--- config.mk ---
export PLATFORM = sky130hd
export DESIGN_NAME = sfu_top
export DESIGN_NICKNAME = d
export VERILOG_FILES = /design/src/logic/sfu_pkg.sv /design/src/logic/sfu_top.sv
export SDC_FILE = /design/constraint.sdc
export NUM_CORES = 2
export LEC_CHECK = 0
export BUFFER_PORTS_ARGS = -buffer_cell sky130_fd_sc_hd__buf_2
export CORE_MARGIN = 1
export CORE_UTILIZATION = 40
export DETAILED_ROUTE_END_ITERATION = 10
export PLACE_DENSITY = 0.68
export SLEW_MARGIN = 25
export SYNTH_ARGS = -nofsm -noshare
export SYNTH_HDL_FRONTEND = slang
export SYNTH_SLANG_ARGS = --single-unit
export TNS_END_PERCENT = 5
--- constraint.sdc ---
create_clock -name SYS_CLK -period 12.9 [get_ports SYS_CLK]
set_clock_uncertainty 0.05 [all_clocks]
set_input_delay 1.29 -clock SYS_CLK [delete_from_list [all_inputs] [get_ports SYS_CLK]]
set_output_delay 1.29 -clock SYS_CLK [all_outputs]
set_load 0.01 [all_outputs]
--- src/logic/sfu_pkg.sv ---
/*
  Package for the partial-fetch and partial-update control block:
  register offsets, field positions, reset values and sizes.
  Assumes a 32-bit APB register bus with word-aligned byte addresses.
*/
package sfu_pkg;
  localparam int NUM_PLANES  = 2;
  localparam int NUM_SRC     = NUM_PLANES + 1;  // planes, then the pointer
  localparam int NUM_SETS    = 2;               // 0 regular, 1 partial
  localparam int COORD_W     = 13;
  localparam int CTL_W       = 8;
  localparam int ADDR_W      = 12;
  localparam int GROUP_LINES = 4;

  // global registers
  localparam logic [ADDR_W-1:0] MTC_OFFSET    = 12'h000;
  localparam logic [ADDR_W-1:0] REGION_OFFSET = 12'h004;
  localparam logic [ADDR_W-1:0] SRV2_OFFSET   = 12'h008;
  localparam logic [ADDR_W-1:0] STATUS_OFFSET = 12'h00c;
  localparam logic [ADDR_W-1:0] PUSH_OFFSET   = 12'h010;
  localparam logic [ADDR_W-1:0] VACT_OFFSET   = 12'h014;
  // per-source block: base + index * stride
  localparam logic [ADDR_W-1:0] SRC_BASE      = 12'h040;
  localparam logic [ADDR_W-1:0] SRC_STRIDE    = 12'h020;
  localparam logic [ADDR_W-1:0] REG_CTL_OFS   = 12'h000;
  localparam logic [ADDR_W-1:0] REG_POS_OFS   = 12'h004;
  localparam logic [ADDR_W-1:0] REG_OFF_OFS   = 12'h008;
  localparam logic [ADDR_W-1:0] PART_CTL_OFS  = 12'h00c;
  localparam logic [ADDR_W-1:0] PART_POS_OFS  = 12'h010;
  localparam logic [ADDR_W-1:0] PART_OFF_OFS  = 12'h014;

  // manual tracking control fields
  localparam int MTC_PFE_BIT   = 0;
  localparam int MTC_MTE_BIT   = 1;
  localparam int MTC_ONE_BIT   = 2;
  localparam int MTC_STICK_BIT = 3;
  localparam int MTC_GRAN_BIT  = 4;
  localparam int MTC_STALL_BIT = 5;
  // region and position words: low field [12:0], high field [28:16]
  localparam int LO_POS = 0;
  localparam int HI_POS = 16;
  localparam int CTL_STALL_BIT = 7;

  localparam logic [COORD_W-1:0] VACT_RESET = 13'h0438;
  localparam logic [CTL_W-1:0]   CTL_RESET  = 8'h00;
  localparam logic [COORD_W-1:0] COORD_RESET = 13'h0000;
endpackage

--- src/logic/sfu_top.sv ---
/*
  Partial-fetch / partial-update control: double-buffered regular and
  partial register sets per plane and pointer, per-frame set choice,
  one-shot and sticky full-frame handling, update region alignment.
  Assumes FRAME_START, FLIP and SR_EXIT come from logic on SYS_CLK.
*/
`timescale 1ns/100ps
`default_nettype none

// Summary of operation
// - last programmed region wins, no merging
// - second register set per plane and pointer
// - hardware picks register set every frame
// - both sets commit on the same arm
// - region used only when full-frame bits clear
// - region granularity four lines or one line
// - one-shot full-frame bit self-clears after frame
// - sticky bit forces full frames until cleared
// - full-frame bits never start a frame themselves
// - full frames use regular set, whole region
// - self-refresh exit sends one frame unprompted, full unless a commit lands on the same frame start
// - all pending set and region values commit atomically, stall bits exist
module sfu_top
  import sfu_pkg::*;
(
  input  wire logic                                      SYS_CLK,
  input  wire logic                                      RESETN,
  input  wire logic                                      CE,
  input  wire logic                                      PSEL,
  input  wire logic                                      PENABLE,
  input  wire logic                                      PWRITE,
  input  wire logic [sfu_pkg::ADDR_W-1:0]                PADDR,
  input  wire logic [31:0]                               PWDATA,
  output logic      [31:0]                               PRDATA,
  output logic                                           PREADY,
  output logic                                           PSLVERR,
  input  wire logic                                      FRAME_START,
  input  wire logic                                      FLIP,
  input  wire logic                                      SR_EXIT,
  output logic                                           FRAME_SEND,
  output logic                                           FRAME_FULL,
  output logic      [sfu_pkg::COORD_W-1:0]               REGION_FIRST,
  output logic      [sfu_pkg::COORD_W-1:0]               REGION_LAST,
  output logic                                           SRV2_ENABLE,
  output logic [sfu_pkg::NUM_SRC-1:0][sfu_pkg::CTL_W-1:0]   FETCH_CTL,
  output logic [sfu_pkg::NUM_SRC-1:0][sfu_pkg::COORD_W-1:0] FETCH_YPOS,
  output logic [sfu_pkg::NUM_SRC-1:0][sfu_pkg::COORD_W-1:0] FETCH_HEIGHT,
  output logic [sfu_pkg::NUM_SRC-1:0][sfu_pkg::COORD_W-1:0] FETCH_YOFFSET
);
  import sfu_pkg::*;

  localparam int NUM_ENT = NUM_SETS * NUM_SRC;

  //////////////////////////////////////////////////////////////////////////////
  // state

  logic [CTL_W-1:0]   pend_ctl  [NUM_ENT];
  logic [COORD_W-1:0] pend_ypos [NUM_ENT];
  logic [COORD_W-1:0] pend_hgt  [NUM_ENT];
  logic [COORD_W-1:0] pend_yoff [NUM_ENT];
  logic [CTL_W-1:0]   act_ctl   [NUM_ENT];
  logic [COORD_W-1:0] act_ypos  [NUM_ENT];
  logic [COORD_W-1:0] act_hgt   [NUM_ENT];
  logic [COORD_W-1:0] act_yoff  [NUM_ENT];
  logic [CTL_W-1:0]   next_pend_ctl  [NUM_ENT];
  logic [COORD_W-1:0] next_pend_ypos [NUM_ENT];
  logic [COORD_W-1:0] next_pend_hgt  [NUM_ENT];
  logic [COORD_W-1:0] next_pend_yoff [NUM_ENT];
  logic [CTL_W-1:0]   next_act_ctl   [NUM_ENT];
  logic [COORD_W-1:0] next_act_ypos  [NUM_ENT];
  logic [COORD_W-1:0] next_act_hgt   [NUM_ENT];
  logic [COORD_W-1:0] next_act_yoff  [NUM_ENT];

  logic               pfe, mte, one_shot, sticky, gran4, mtc_stall;
  logic               next_pfe, next_mte, next_one_shot, next_sticky;
  logic               next_gran4, next_mtc_stall;
  logic [COORD_W-1:0] pend_first, pend_last, act_first, act_last, vact;
  logic [COORD_W-1:0] next_pend_first, next_pend_last, next_act_first;
  logic [COORD_W-1:0] next_act_last, next_vact;
  logic               act_gran4, next_act_gran4;
  logic               armed, next_armed, exit_pend, next_exit_pend;
  logic               srv2, next_srv2;
  logic               last_full, next_last_full;

  logic [31:0]        next_prdata;
  logic               next_pready, next_pslverr, next_frame_send, next_frame_full;
  logic [COORD_W-1:0] next_region_first, next_region_last;
  logic [NUM_SRC-1:0][CTL_W-1:0]   next_fetch_ctl;
  logic [NUM_SRC-1:0][COORD_W-1:0] next_fetch_ypos, next_fetch_hgt, next_fetch_yoff;

  //////////////////////////////////////////////////////////////////////////////
  // decoding helpers

  // which source block an address falls in, NUM_SRC when none
  function automatic int src_of(input logic [ADDR_W-1:0] a);
    int s;
    s = NUM_SRC;
    for (int i = 0; i < NUM_SRC; i++) begin
      if (a >= SRC_BASE + ADDR_W'(i) * SRC_STRIDE &&
          a <  SRC_BASE + ADDR_W'(i + 1) * SRC_STRIDE) begin
        s = i;
      end
    end
    return s;
  endfunction

  function automatic logic [31:0] pack2(input logic [COORD_W-1:0] lo,
                                        input logic [COORD_W-1:0] hi);
    logic [31:0] w;
    w = 32'h0000_0000;
    w[LO_POS +: COORD_W] = lo;
    w[HI_POS +: COORD_W] = hi;
    return w;
  endfunction

  //////////////////////////////////////////////////////////////////////////////
  // next state

  always_comb begin
    logic              acc, wr, rd, stall, send, full, commit;
    int                s;
    logic [ADDR_W-1:0] rel;
    int                ent;
    logic [31:0]       rdata;
    logic              hit;
    acc   = 1'b0;
    wr    = 1'b0;
    rd    = 1'b0;
    stall = 1'b0;
    send  = 1'b0;
    full  = 1'b0;
    commit = 1'b0;
    s     = 0;
    rel   = '0;
    ent   = 0;
    rdata = 32'h0000_0000;
    hit   = 1'b0;

    next_pend_ctl  = pend_ctl;
    next_pend_ypos = pend_ypos;
    next_pend_hgt  = pend_hgt;
    next_pend_yoff = pend_yoff;
    next_act_ctl   = act_ctl;
    next_act_ypos  = act_ypos;
    next_act_hgt   = act_hgt;
    next_act_yoff  = act_yoff;
    next_pfe = pfe;
    next_mte = mte;
    next_one_shot = one_shot;
    next_sticky = sticky;
    next_gran4 = gran4;
    next_mtc_stall = mtc_stall;
    next_pend_first = pend_first;
    next_pend_last = pend_last;
    next_act_first = act_first;
    next_act_last = act_last;
    next_act_gran4 = act_gran4;
    next_vact = vact;
    next_armed = armed;
    next_exit_pend = exit_pend;
    next_srv2 = srv2;
    next_last_full = last_full;
    next_prdata = PRDATA;
    next_pslverr = 1'b0;
    next_frame_send = 1'b0;
    next_frame_full = FRAME_FULL;
    next_region_first = REGION_FIRST;
    next_region_last = REGION_LAST;
    next_fetch_ctl = FETCH_CTL;
    next_fetch_ypos = FETCH_YPOS;
    next_fetch_hgt = FETCH_HEIGHT;
    next_fetch_yoff = FETCH_YOFFSET;

    // frame event; the full-frame bits alone never start one
    stall = mtc_stall;
    for (int i = 0; i < NUM_SRC; i++) begin
      stall = stall | pend_ctl[i][CTL_STALL_BIT];
    end
    commit = FRAME_START && armed && !stall;
    send   = FRAME_START && ((armed && !stall) || exit_pend);
    full   = one_shot || sticky || !pfe || (exit_pend && !commit);

    // one atomic copy of every pending value, both sets and region
    if (commit) begin
      next_act_ctl   = pend_ctl;
      next_act_ypos  = pend_ypos;
      next_act_hgt   = pend_hgt;
      next_act_yoff  = pend_yoff;
      next_act_first = pend_first;
      next_act_last  = pend_last;
      next_act_gran4 = gran4;
      next_armed     = 1'b0;
    end

    if (send) begin
      next_frame_send = 1'b1;
      next_frame_full = full;
      next_last_full  = full;
      next_exit_pend  = 1'b0;
      for (int i = 0; i < NUM_SRC; i++) begin
        ent = full ? i : NUM_SRC + i;
        next_fetch_ctl[i]  = next_act_ctl[ent];
        next_fetch_ypos[i] = next_act_ypos[ent];
        next_fetch_hgt[i]  = next_act_hgt[ent];
        next_fetch_yoff[i] = next_act_yoff[ent];
      end
      if (full) begin
        next_region_first = '0;
        next_region_last  = vact - COORD_W'(1);
      end else if (next_act_gran4) begin
        // block addresses, last block covers its whole group
        next_region_first = COORD_W'(next_act_first * GROUP_LINES);
        next_region_last  = COORD_W'(next_act_last * GROUP_LINES + GROUP_LINES - 1);
      end else begin
        next_region_first = next_act_first;
        next_region_last  = next_act_last;
      end
      if (one_shot) begin
        next_one_shot = 1'b0;
      end
    end

    if (SR_EXIT) begin
      next_exit_pend = 1'b1;
    end
    if (FLIP) begin
      next_armed = 1'b1;
    end

    // apb: one wait state, writes land on the pready edge
    acc = PSEL && PENABLE;
    next_pready = acc && !PREADY;
    wr  = acc && PREADY && PWRITE;
    rd  = acc && !PREADY && !PWRITE;
    s   = src_of(PADDR);
    rel = PADDR - SRC_BASE - ADDR_W'(s) * SRC_STRIDE;

    if (PADDR[1:0] == 2'b00) begin
      unique case (PADDR)
        MTC_OFFSET: begin
          hit = 1'b1;
          rdata[MTC_PFE_BIT]   = pfe;
          rdata[MTC_MTE_BIT]   = mte;
          rdata[MTC_ONE_BIT]   = one_shot;
          rdata[MTC_STICK_BIT] = sticky;
          rdata[MTC_GRAN_BIT]  = gran4;
          rdata[MTC_STALL_BIT] = mtc_stall;
        end
        REGION_OFFSET: begin
          hit = 1'b1;
          rdata = pack2(pend_first, pend_last);
        end
        SRV2_OFFSET: begin
          hit = 1'b1;
          rdata[0] = srv2;
        end
        STATUS_OFFSET: begin
          hit = 1'b1;
          rdata[0] = armed;
          rdata[1] = exit_pend;
          rdata[2] = last_full;
          rdata[3] = stall;
        end
        PUSH_OFFSET: begin
          hit = 1'b1;
        end
        VACT_OFFSET: begin
          hit = 1'b1;
          rdata[LO_POS +: COORD_W] = vact;
        end
        default: begin
          if (s < NUM_SRC && rel <= PART_OFF_OFS) begin
            hit = 1'b1;
            ent = (rel >= PART_CTL_OFS) ? NUM_SRC + s : s;
            unique case (rel)
              REG_CTL_OFS, PART_CTL_OFS: rdata[CTL_W-1:0] = pend_ctl[ent];
              REG_POS_OFS, PART_POS_OFS: rdata = pack2(pend_ypos[ent], pend_hgt[ent]);
              REG_OFF_OFS, PART_OFF_OFS: rdata[LO_POS +: COORD_W] = pend_yoff[ent];
              default: hit = 1'b0;
            endcase
          end
        end
      endcase
    end

    if (rd) begin
      next_prdata  = hit ? rdata : 32'h0000_0000;
      next_pslverr = !hit;
    end
    if (acc && !PREADY && PWRITE) begin
      next_pslverr = !hit;
    end

    if (wr && hit) begin
      unique case (PADDR)
        MTC_OFFSET: begin
          next_pfe       = PWDATA[MTC_PFE_BIT];
          next_mte       = PWDATA[MTC_MTE_BIT];
          next_one_shot  = PWDATA[MTC_ONE_BIT];                    // set wins over self-clear
          next_sticky    = PWDATA[MTC_STICK_BIT];
          next_gran4     = PWDATA[MTC_GRAN_BIT];
          next_mtc_stall = PWDATA[MTC_STALL_BIT];
        end
        REGION_OFFSET: begin
          next_pend_first = PWDATA[LO_POS +: COORD_W];
          next_pend_last  = PWDATA[HI_POS +: COORD_W];
        end
        SRV2_OFFSET: next_srv2 = PWDATA[0];
        PUSH_OFFSET: begin
          if (PWDATA[0]) begin
            next_armed = 1'b1;
          end
        end
        VACT_OFFSET: next_vact = PWDATA[LO_POS +: COORD_W];
        STATUS_OFFSET: begin
        end
        default: begin
          ent = (rel >= PART_CTL_OFS) ? NUM_SRC + s : s;
          unique case (rel)
            REG_CTL_OFS, PART_CTL_OFS: next_pend_ctl[ent] = PWDATA[CTL_W-1:0];
            REG_POS_OFS, PART_POS_OFS: begin
              next_pend_ypos[ent] = PWDATA[LO_POS +: COORD_W];
              next_pend_hgt[ent]  = PWDATA[HI_POS +: COORD_W];
            end
            default: next_pend_yoff[ent] = PWDATA[LO_POS +: COORD_W];
          endcase
        end
      endcase
    end
  end

  //////////////////////////////////////////////////////////////////////////////
  // registers

  always_ff @(posedge SYS_CLK) begin
    if (!RESETN) begin
      for (int i = 0; i < NUM_ENT; i++) begin
        pend_ctl[i]  <= CTL_RESET;
        pend_ypos[i] <= COORD_RESET;
        pend_hgt[i]  <= COORD_RESET;
        pend_yoff[i] <= COORD_RESET;
        act_ctl[i]   <= CTL_RESET;
        act_ypos[i]  <= COORD_RESET;
        act_hgt[i]   <= COORD_RESET;
        act_yoff[i]  <= COORD_RESET;
      end
      {pfe, mte, one_shot, sticky, gran4, mtc_stall} <= 6'h00;
      pend_first <= COORD_RESET;
      pend_last  <= COORD_RESET;
      act_first  <= COORD_RESET;
      act_last   <= COORD_RESET;
      act_gran4  <= 1'b0;
      vact       <= VACT_RESET;
      {armed, exit_pend, srv2, last_full} <= 4'h0;
      PRDATA        <= 32'h0000_0000;
      PREADY        <= 1'b0;
      PSLVERR       <= 1'b0;
      FRAME_SEND    <= 1'b0;
      FRAME_FULL    <= 1'b0;
      REGION_FIRST  <= COORD_RESET;
      REGION_LAST   <= COORD_RESET;
      FETCH_CTL     <= '0;
      FETCH_YPOS    <= '0;
      FETCH_HEIGHT  <= '0;
      FETCH_YOFFSET <= '0;
    end else if (CE) begin
      pend_ctl  <= next_pend_ctl;
      pend_ypos <= next_pend_ypos;
      pend_hgt  <= next_pend_hgt;
      pend_yoff <= next_pend_yoff;
      act_ctl   <= next_act_ctl;
      act_ypos  <= next_act_ypos;
      act_hgt   <= next_act_hgt;
      act_yoff  <= next_act_yoff;
      {pfe, mte, one_shot, sticky, gran4, mtc_stall} <=
        {next_pfe, next_mte, next_one_shot, next_sticky, next_gran4, next_mtc_stall};
      pend_first <= next_pend_first;
      pend_last  <= next_pend_last;
      act_first  <= next_act_first;
      act_last   <= next_act_last;
      act_gran4  <= next_act_gran4;
      vact       <= next_vact;
      {armed, exit_pend, srv2, last_full} <=
        {next_armed, next_exit_pend, next_srv2, next_last_full};
      PRDATA        <= next_prdata;
      PREADY        <= next_pready;
      PSLVERR       <= next_pslverr;
      FRAME_SEND    <= next_frame_send;
      FRAME_FULL    <= next_frame_full;
      REGION_FIRST  <= next_region_first;
      REGION_LAST   <= next_region_last;
      FETCH_CTL     <= next_fetch_ctl;
      FETCH_YPOS    <= next_fetch_ypos;
      FETCH_HEIGHT  <= next_fetch_hgt;
      FETCH_YOFFSET <= next_fetch_yoff;
    end
  end

  assign SRV2_ENABLE = srv2;

endmodule

`default_nettype wire

======== After elaboration in Yosys (flattened, before gate mapping) ========
Cells that the tools add are included.
storage, ports and cells
  latch bits .............................. 0
  word-level logic and storage cells ...... 274
  RAM bits ................................ 0
  input bits .............................. 53
  ROM bits ................................ 0
  register bits after elaboration ......... 842
  memories kept ........................... 0
operators by class
  $mul .................................... 0
  mux-type cells .......................... 102
  div/mod/pow operators ................... 0
  shifts and indexed selects .............. 0
  equality and inequality tests ........... 10
  reductions and logical operators ........ 51
  $add $sub $neg .......................... 6
  $lt $le $gt $ge ......................... 14
  bitwise logic cells ..................... 9
operators with widths
  kind                   number
  $bmux 13 s3            12
  $mux 13                31
  $bwmux 78              3
  $mux 78                3
  $mux 32                6
  $ge 32x4->1 const B    4
  $bmux 8 s3             4
  $mux 8                 9
  $not 3->32             2
  $bwmux 48              1
  $eq 12x4->1 const B    4
  $eq 12x5->1 const B    4
  $mux 48                1
  $demux 13 s3           1
  $pmux 19 s2            1
  $add 3x32->32 const A  1
  $lt 32x1->1 const B    1
  $lt 32x3->1 const B    1
  $not 2->32             1
  $not 32->32            1
  $sub 13x1->13 const B  2
  $demux 8 s3            1
  $eq 12x3->1 const B    2
  $ge 12x7->1 const B    2
  other kinds (34)       94

======== Depth between registers and ports, before layout ========
  word-level depth ........................ 17
  depth in mapped cells ................... 21
  depth with buffers taken out ............ 16

======== Least setup slack after synthesis ========
Ideal clock, no wire load.
  path type ............................... input port to flip-flop
  start point ............................. input port PADDR[8] (netlist name)
  end point ............................... register PRDATA[5]
  arrival time ............................ 5.619 ns
  library setup time ...................... 0.130 ns
  cell stages on the path ................. 18
  buffers on the path ..................... 3
  required time ........................... 12.720 ns
  setup slack ............................. 7.101 ns
  path through ............................ or3_1 -> nor3_1 -> and2_1 -> clkbuf_1 -> ha_1 -> ha_1 -> clkbuf_1 -> a211o_1 -> a2111oi_2 -> a211oi_1 -> or4_1 -> nor2_2 -> o21ai_2 -> buf_2 -> a221oi_1 -> nor4_1 -> o41ai_1 -> a21boi_0
between the ends
  longest elaborated chain between the ends .. 17
  elaborated cells between the ends (all ways) .. 57
  classes of those cells .................. 3 x add/sub; 9 x order compare; 10 x eq/ne; 22 x mux; 1 x bitwise; 12 x reduce/logical
ends and longest elaborated chain
  what                                                                       RTL line                                        source
  from (decl)                                                                sfu_top.sv:32                                   input wire logic [sfu_pkg::ADDR_W-1:0] PADDR,
  $ge 12x7->1 / $lt 12x7->1 (equally long branches)                          sfu_top.sv:99, sfu_top.sv:100
  $logic_and 1x1->1                                                          sfu_top.sv:99                                   if (a >= SRC_BASE + ADDR_W'(i) * SRC_STRIDE &&
  $mux 2                                                                     sfu_top.sv:99
  $mux 32 (2 in series)                                                      sfu_top.sv:99
  $sub 12x12->12                                                             sfu_top.sv:236                                  rel = PADDR - SRC_BASE - ADDR_W'(s) * SRC_STRIDE;
  $ge 12x4->1                                                                sfu_top.sv:274                                  ent = (rel >= PART_CTL_OFS) ? NUM_SRC + s : s;
  $mux 32                                                                    sfu_top.sv:274
  $not 32->32 (not written as such)                                          sfu_top.sv:276, sfu_top.sv:277, sfu_top.sv:278
  $bmux 13 s3, or another cell as far along                                  sfu_top.sv:278                                  REG_OFF_OFS, PART_OFF_OFS: rdata[LO_POS +: COORD_W] = pend_yoff[ent];
  $mux 13 (not written as such), or another cell as far along (2 in series)  sfu_top.sv:278
  $pmux 8 s3                                                                 sfu_top.sv:275                                  unique case (rel)
  $mux 32                                                                    sfu_top.sv:272                                  if (s < NUM_SRC && rel <= PART_OFF_OFS) begin
  $pmux 2 s4                                                                 sfu_top.sv:239                                  unique case (PADDR)
  $mux 32                                                                    sfu_top.sv:238                                  if (PADDR[1:0] == 2'b00) begin
  $mux 32 (*)                                                                sfu_top.sv:287                                  next_prdata = hit ? rdata : 32'h0000_0000;
  to (signal assigned)                                                       sfu_top.sv:385                                  PRDATA <= next_prdata;
  to (decl)                                                                  sfu_top.sv:34                                   output logic [31:0] PRDATA,
Every way passes the cells marked *; elsewhere a longest branch is shown, timed or not. The select of a mux whose other input is x is not followed.
A chain may end at the register's enable or synchronous reset.

======== Worst setup path in the final report ========
  start point ............................. input port PADDR[8] (netlist name)
  end point ............................... register PRDATA[2]
between the ends
  longest elaborated chain between the ends .. 17
  elaborated cells between the ends (all ways) .. 57
  classes of those cells .................. 3 x add/sub; 9 x order compare; 10 x eq/ne; 22 x mux; 1 x bitwise; 12 x reduce/logical
ends and longest elaborated chain
  what                                                                       RTL line
  $ge 12x7->1 / $lt 12x7->1 (equally long branches)                          sfu_top.sv:99, sfu_top.sv:100
  $logic_and 1x1->1                                                          sfu_top.sv:99
  $mux 2                                                                     sfu_top.sv:99
  $mux 32 (2 in series)                                                      sfu_top.sv:99
  $sub 12x12->12                                                             sfu_top.sv:236
  $ge 12x4->1                                                                sfu_top.sv:274
  $mux 32                                                                    sfu_top.sv:274
  $not 32->32 (not written as such)                                          sfu_top.sv:276, sfu_top.sv:277, sfu_top.sv:278
  $bmux 13 s3, or another cell as far along                                  sfu_top.sv:278
  $mux 13 (not written as such), or another cell as far along (2 in series)  sfu_top.sv:278
  $pmux 8 s3                                                                 sfu_top.sv:275
  $mux 32                                                                    sfu_top.sv:272
  $pmux 3 s5                                                                 sfu_top.sv:239
  $mux 32                                                                    sfu_top.sv:238
  $mux 32 (*)                                                                sfu_top.sv:287
Marked as above.

==> run summary <==
Status - finished clean
Yosys reg bits - 759
Synth-to-layout area growth - 12.7%
# rows - 108
Most frequent cells in the layout - nand2_1, dfxtp_1, a21boi_0, buf_2, nor2b_1
Worst-path clk slew - 0.06 ns
Worst-path fanout max - 28
Most common cell after layout, fill and taps aside - nand2_1
Final WL - 134000 µm
# setup viols final - 0
Setup TNS - 0 ns
R2r startpoint - mtc_stall
Post-synth ARST share - 0%
Drt initial violations - 4499
Arr. time, crit path - 7.74 ns
CTS tree - built
Clock root buffer - clkbuf_16
Router iterations before antenna repair - 7
Slew @ Worst Pin - 1.14 ns
Hold Vio Cnt, Final - 0
Clk buf depth - 3
Vias per cell - 5.84
Worst Path Required - 13.41 ns
Num Clock Sinks - 759
Final #Nets - 4601
Worst hold margin - 0.411 ns
Hold-fix buffers at CTS - 0
Num CTS Buffers - 82
Routed len/inst - 23.4 µm
Top_reg_cell synth - dfxtp_1
Initial antenna violation count - 13
H-tree depth - 3
EDFF count, synth - 0
RePlAce Congestion - 0.983
Residual DRC - 0
Final period utilization - 56.1%
VDD IR max - 102 µV
Cell variety after synth - 80
Port buffer count - 244
Crit-path most repeated cell - ha_1
I/O Pins - 257
Setup CP Type - in -> reg
Die Span X - 299 µm
CP Launch Point - PADDR[8]
CORE AREA - 87000 µm²
Gr ovfl total - 0
Die ar. - 89400 µm²
Startpoint Class - input port
Max Cap Viol - 0
Leakage - 13.7 nW
Post-route ant nets - 0
CP max stage cell - o41ai_1
Hold Crit Class - reg -> reg
Crit path largest cell delay - 1.04 ns
Power per cell area - 128 nW/µm²
Initial Util - 40.6%
GRT Util Overall - 28.9%
Unrepaired setup endpoints after global routing - no
Layout cells sized above 1 - 11.0%
Vias in the first global route - 30354
Max Clk Rate - 138 MHz
Final Max Slew Viols - 0
Post-CTS Setup Bufs - 0
Gate count of the mapped netlist - 4562
Syn. warnings - 0
Post-layout minimum cycle time - 7.23 ns
Clock latency on the worst-skew pair - 0.65 ns
Cell Chain, Critical Path - buf_2 -> or3_1 -> nor3_1 -> and2_1 -> ha_1 -> ha_1 -> o211ai_1 -> and3_1 -> a41oi_1 -> xnor2_1 -> a211oi_2 -> nand2_2 -> nand2_1 -> buf_4 -> a221oi_1 -> o41ai_1 -> a21oi_1 -> nor3b_1
Synthesized cell area - 35300 µm²
Relative slew slack - 23.3%
Syn Area/Cell - 7.74 µm²
First-pass GRT wire length - 199000 µm
Largest net degree at the start of global routing - 286
Hold path startpoint - REGION_FIRST[8]
Seq/Total Area, Yosys - 43.0%
Vias - 33605
Worst Setup End Kind - register
Resize count post-CTS - 0
DP Wirelength - 87500 µm
Die H - 299 µm
-- where the power goes --
part	total, mW	switching, mW	internal (mW)	leakage, nW
Sequential	2.35	0.00381	2.35	6.11
Clock	2.52	1.03	1.49	1.42
Combinational	0.230	0.163	0.0670	6.15
Total	5.10	1.20	3.90	13.7
-- synth_stat cells, types with 15 or more instances --
library cell / instances / area (µm²)
and2_1: 19 / 119
nor2b_1: 147 / 920
a21boi_1: 94 / 706
clkbuf_1: 349 / 1310
ha_1: 19 / 238
buf_1: 19 / 71.3
nand3_1: 15 / 75.1
o21ai_0: 66 / 330
a21oi_1: 102 / 510
a211oi_1: 26 / 195
o22ai_1: 57 / 357
a21boi_0: 477 / 3580
or3_1: 17 / 106
mux2i_1: 30 / 300
and3_1: 71 / 444
nor3_1: 22 / 110
buf_2: 34 / 170
nand2_1: 1694 / 6360
nor4_1: 17 / 106
a311oi_1: 59 / 517
nand4_1: 16 / 100
a222oi_1: 72 / 721
nor2_1: 78 / 293
dfxtp_1: 759 / 15200
a221oi_1: 50 / 438
inv_1: 25 / 93.8
a22oi_1: 32 / 240
-- registers in the layout (all words and copies together) (netlist names), 40 cells and up --
| register | flops |
|---|---|
| pend_ypos | 78 |
| act_ctl | 40 |
| pend_hgt | 78 |
| pend_yoff | 78 |
| act_hgt | 54 |
| pend_ctl | 48 |
| act_ypos | 56 |
| act_yoff | 62 |
-- logic make-up (layout without fill, tap and decap cells) --
group | count (synthesis) | in the layout | synth area share (%)
multiplexers | 41 | 41 | 1.20
adder cells (fa/ha/maj) | 19 | 19 | 0.674
XOR/XNOR | 13 | 13 | 0.323
flip-flops | 759 | 759 | 43.0
buffers and inverters | 441 | 470 | 4.96
AO/OA/AOI/OAI | 1132 | 1132 | 23.8
other | 1 | 9 | 0.0106
AND/OR/NAND/NOR | 2156 | 2156 | 26.0
-- layer usage --
| layer | GRT usage [%] | share of wire, % | up-vias |
|---|---|---|---|
| li1 | - | - | 15465 |
| met1 | 38.9 | 41 | 16125 |
| met2 | 43.9 | 44 | 1705 |
| met3 | 6.68 | 11 | 296 |
| met4 | 13.4 | 4.6 | 14 |
| met5 | 0 | 0.061 | - |
-- area by class of cell --
cell class / count / area [µm²]
Clock buffer: 119 / 2440
Antenna cell: 3 / 7.51
Fill cell: 8612 / 47200
Sequential cell: 759 / 15200
Multi-Input combinational cell: 3367 / 18500
Clock inverter: 32 / 457
Tap cell: 1155 / 1450
Timing Repair Buffer: 294 / 1620
Inverter: 25 / 93.8
-- stage by stage --
step / std cells / worst slack, ns / utilization, % / area [µm²] / power [mW]
3_5_place_dp: 5600 / 5.32 / 42.4 / 36900 / 2.63
2_1_floorplan: 4567 / 7.10 / - / 35300 / 2.55
4_1_cts: 5751 / 5.96 / 45.7 / 39800 / 5.11
6_report: 5754 / 5.67 / 45.7 / 39800 / 5.10
5_1_grt: 5752 / 5.62 / 45.7 / 39800 / 5.23
3_3_place_gp: 5600 / 5.19 / 42.3 / 36900 / 2.63
-- worst paths after layout --
kind | to | slack, ns | depth (start not counted)
setup reg to reg | FETCH_YPOS[9] | 8.18 | 10
setup / recovery | PRDATA[2] | 5.67 | 18
hold / removal | REGION_FIRST[8] | 0.41 | 2
hold reg to reg | REGION_FIRST[8] | 0.41 | 2
-- critical path, delay by kind of cell --
| kind | cells | cell delay [ns] |
|---|---|---|
| xor+xnor | 1 | 0.26 |
| simple gates | 7 | 2.30 |
| compound gates | 6 | 2.34 |
| fa+ha+maj | 2 | 0.82 |
| buf+inv | 2 | 0.69 |
Power figures use the tool's default switching activity.
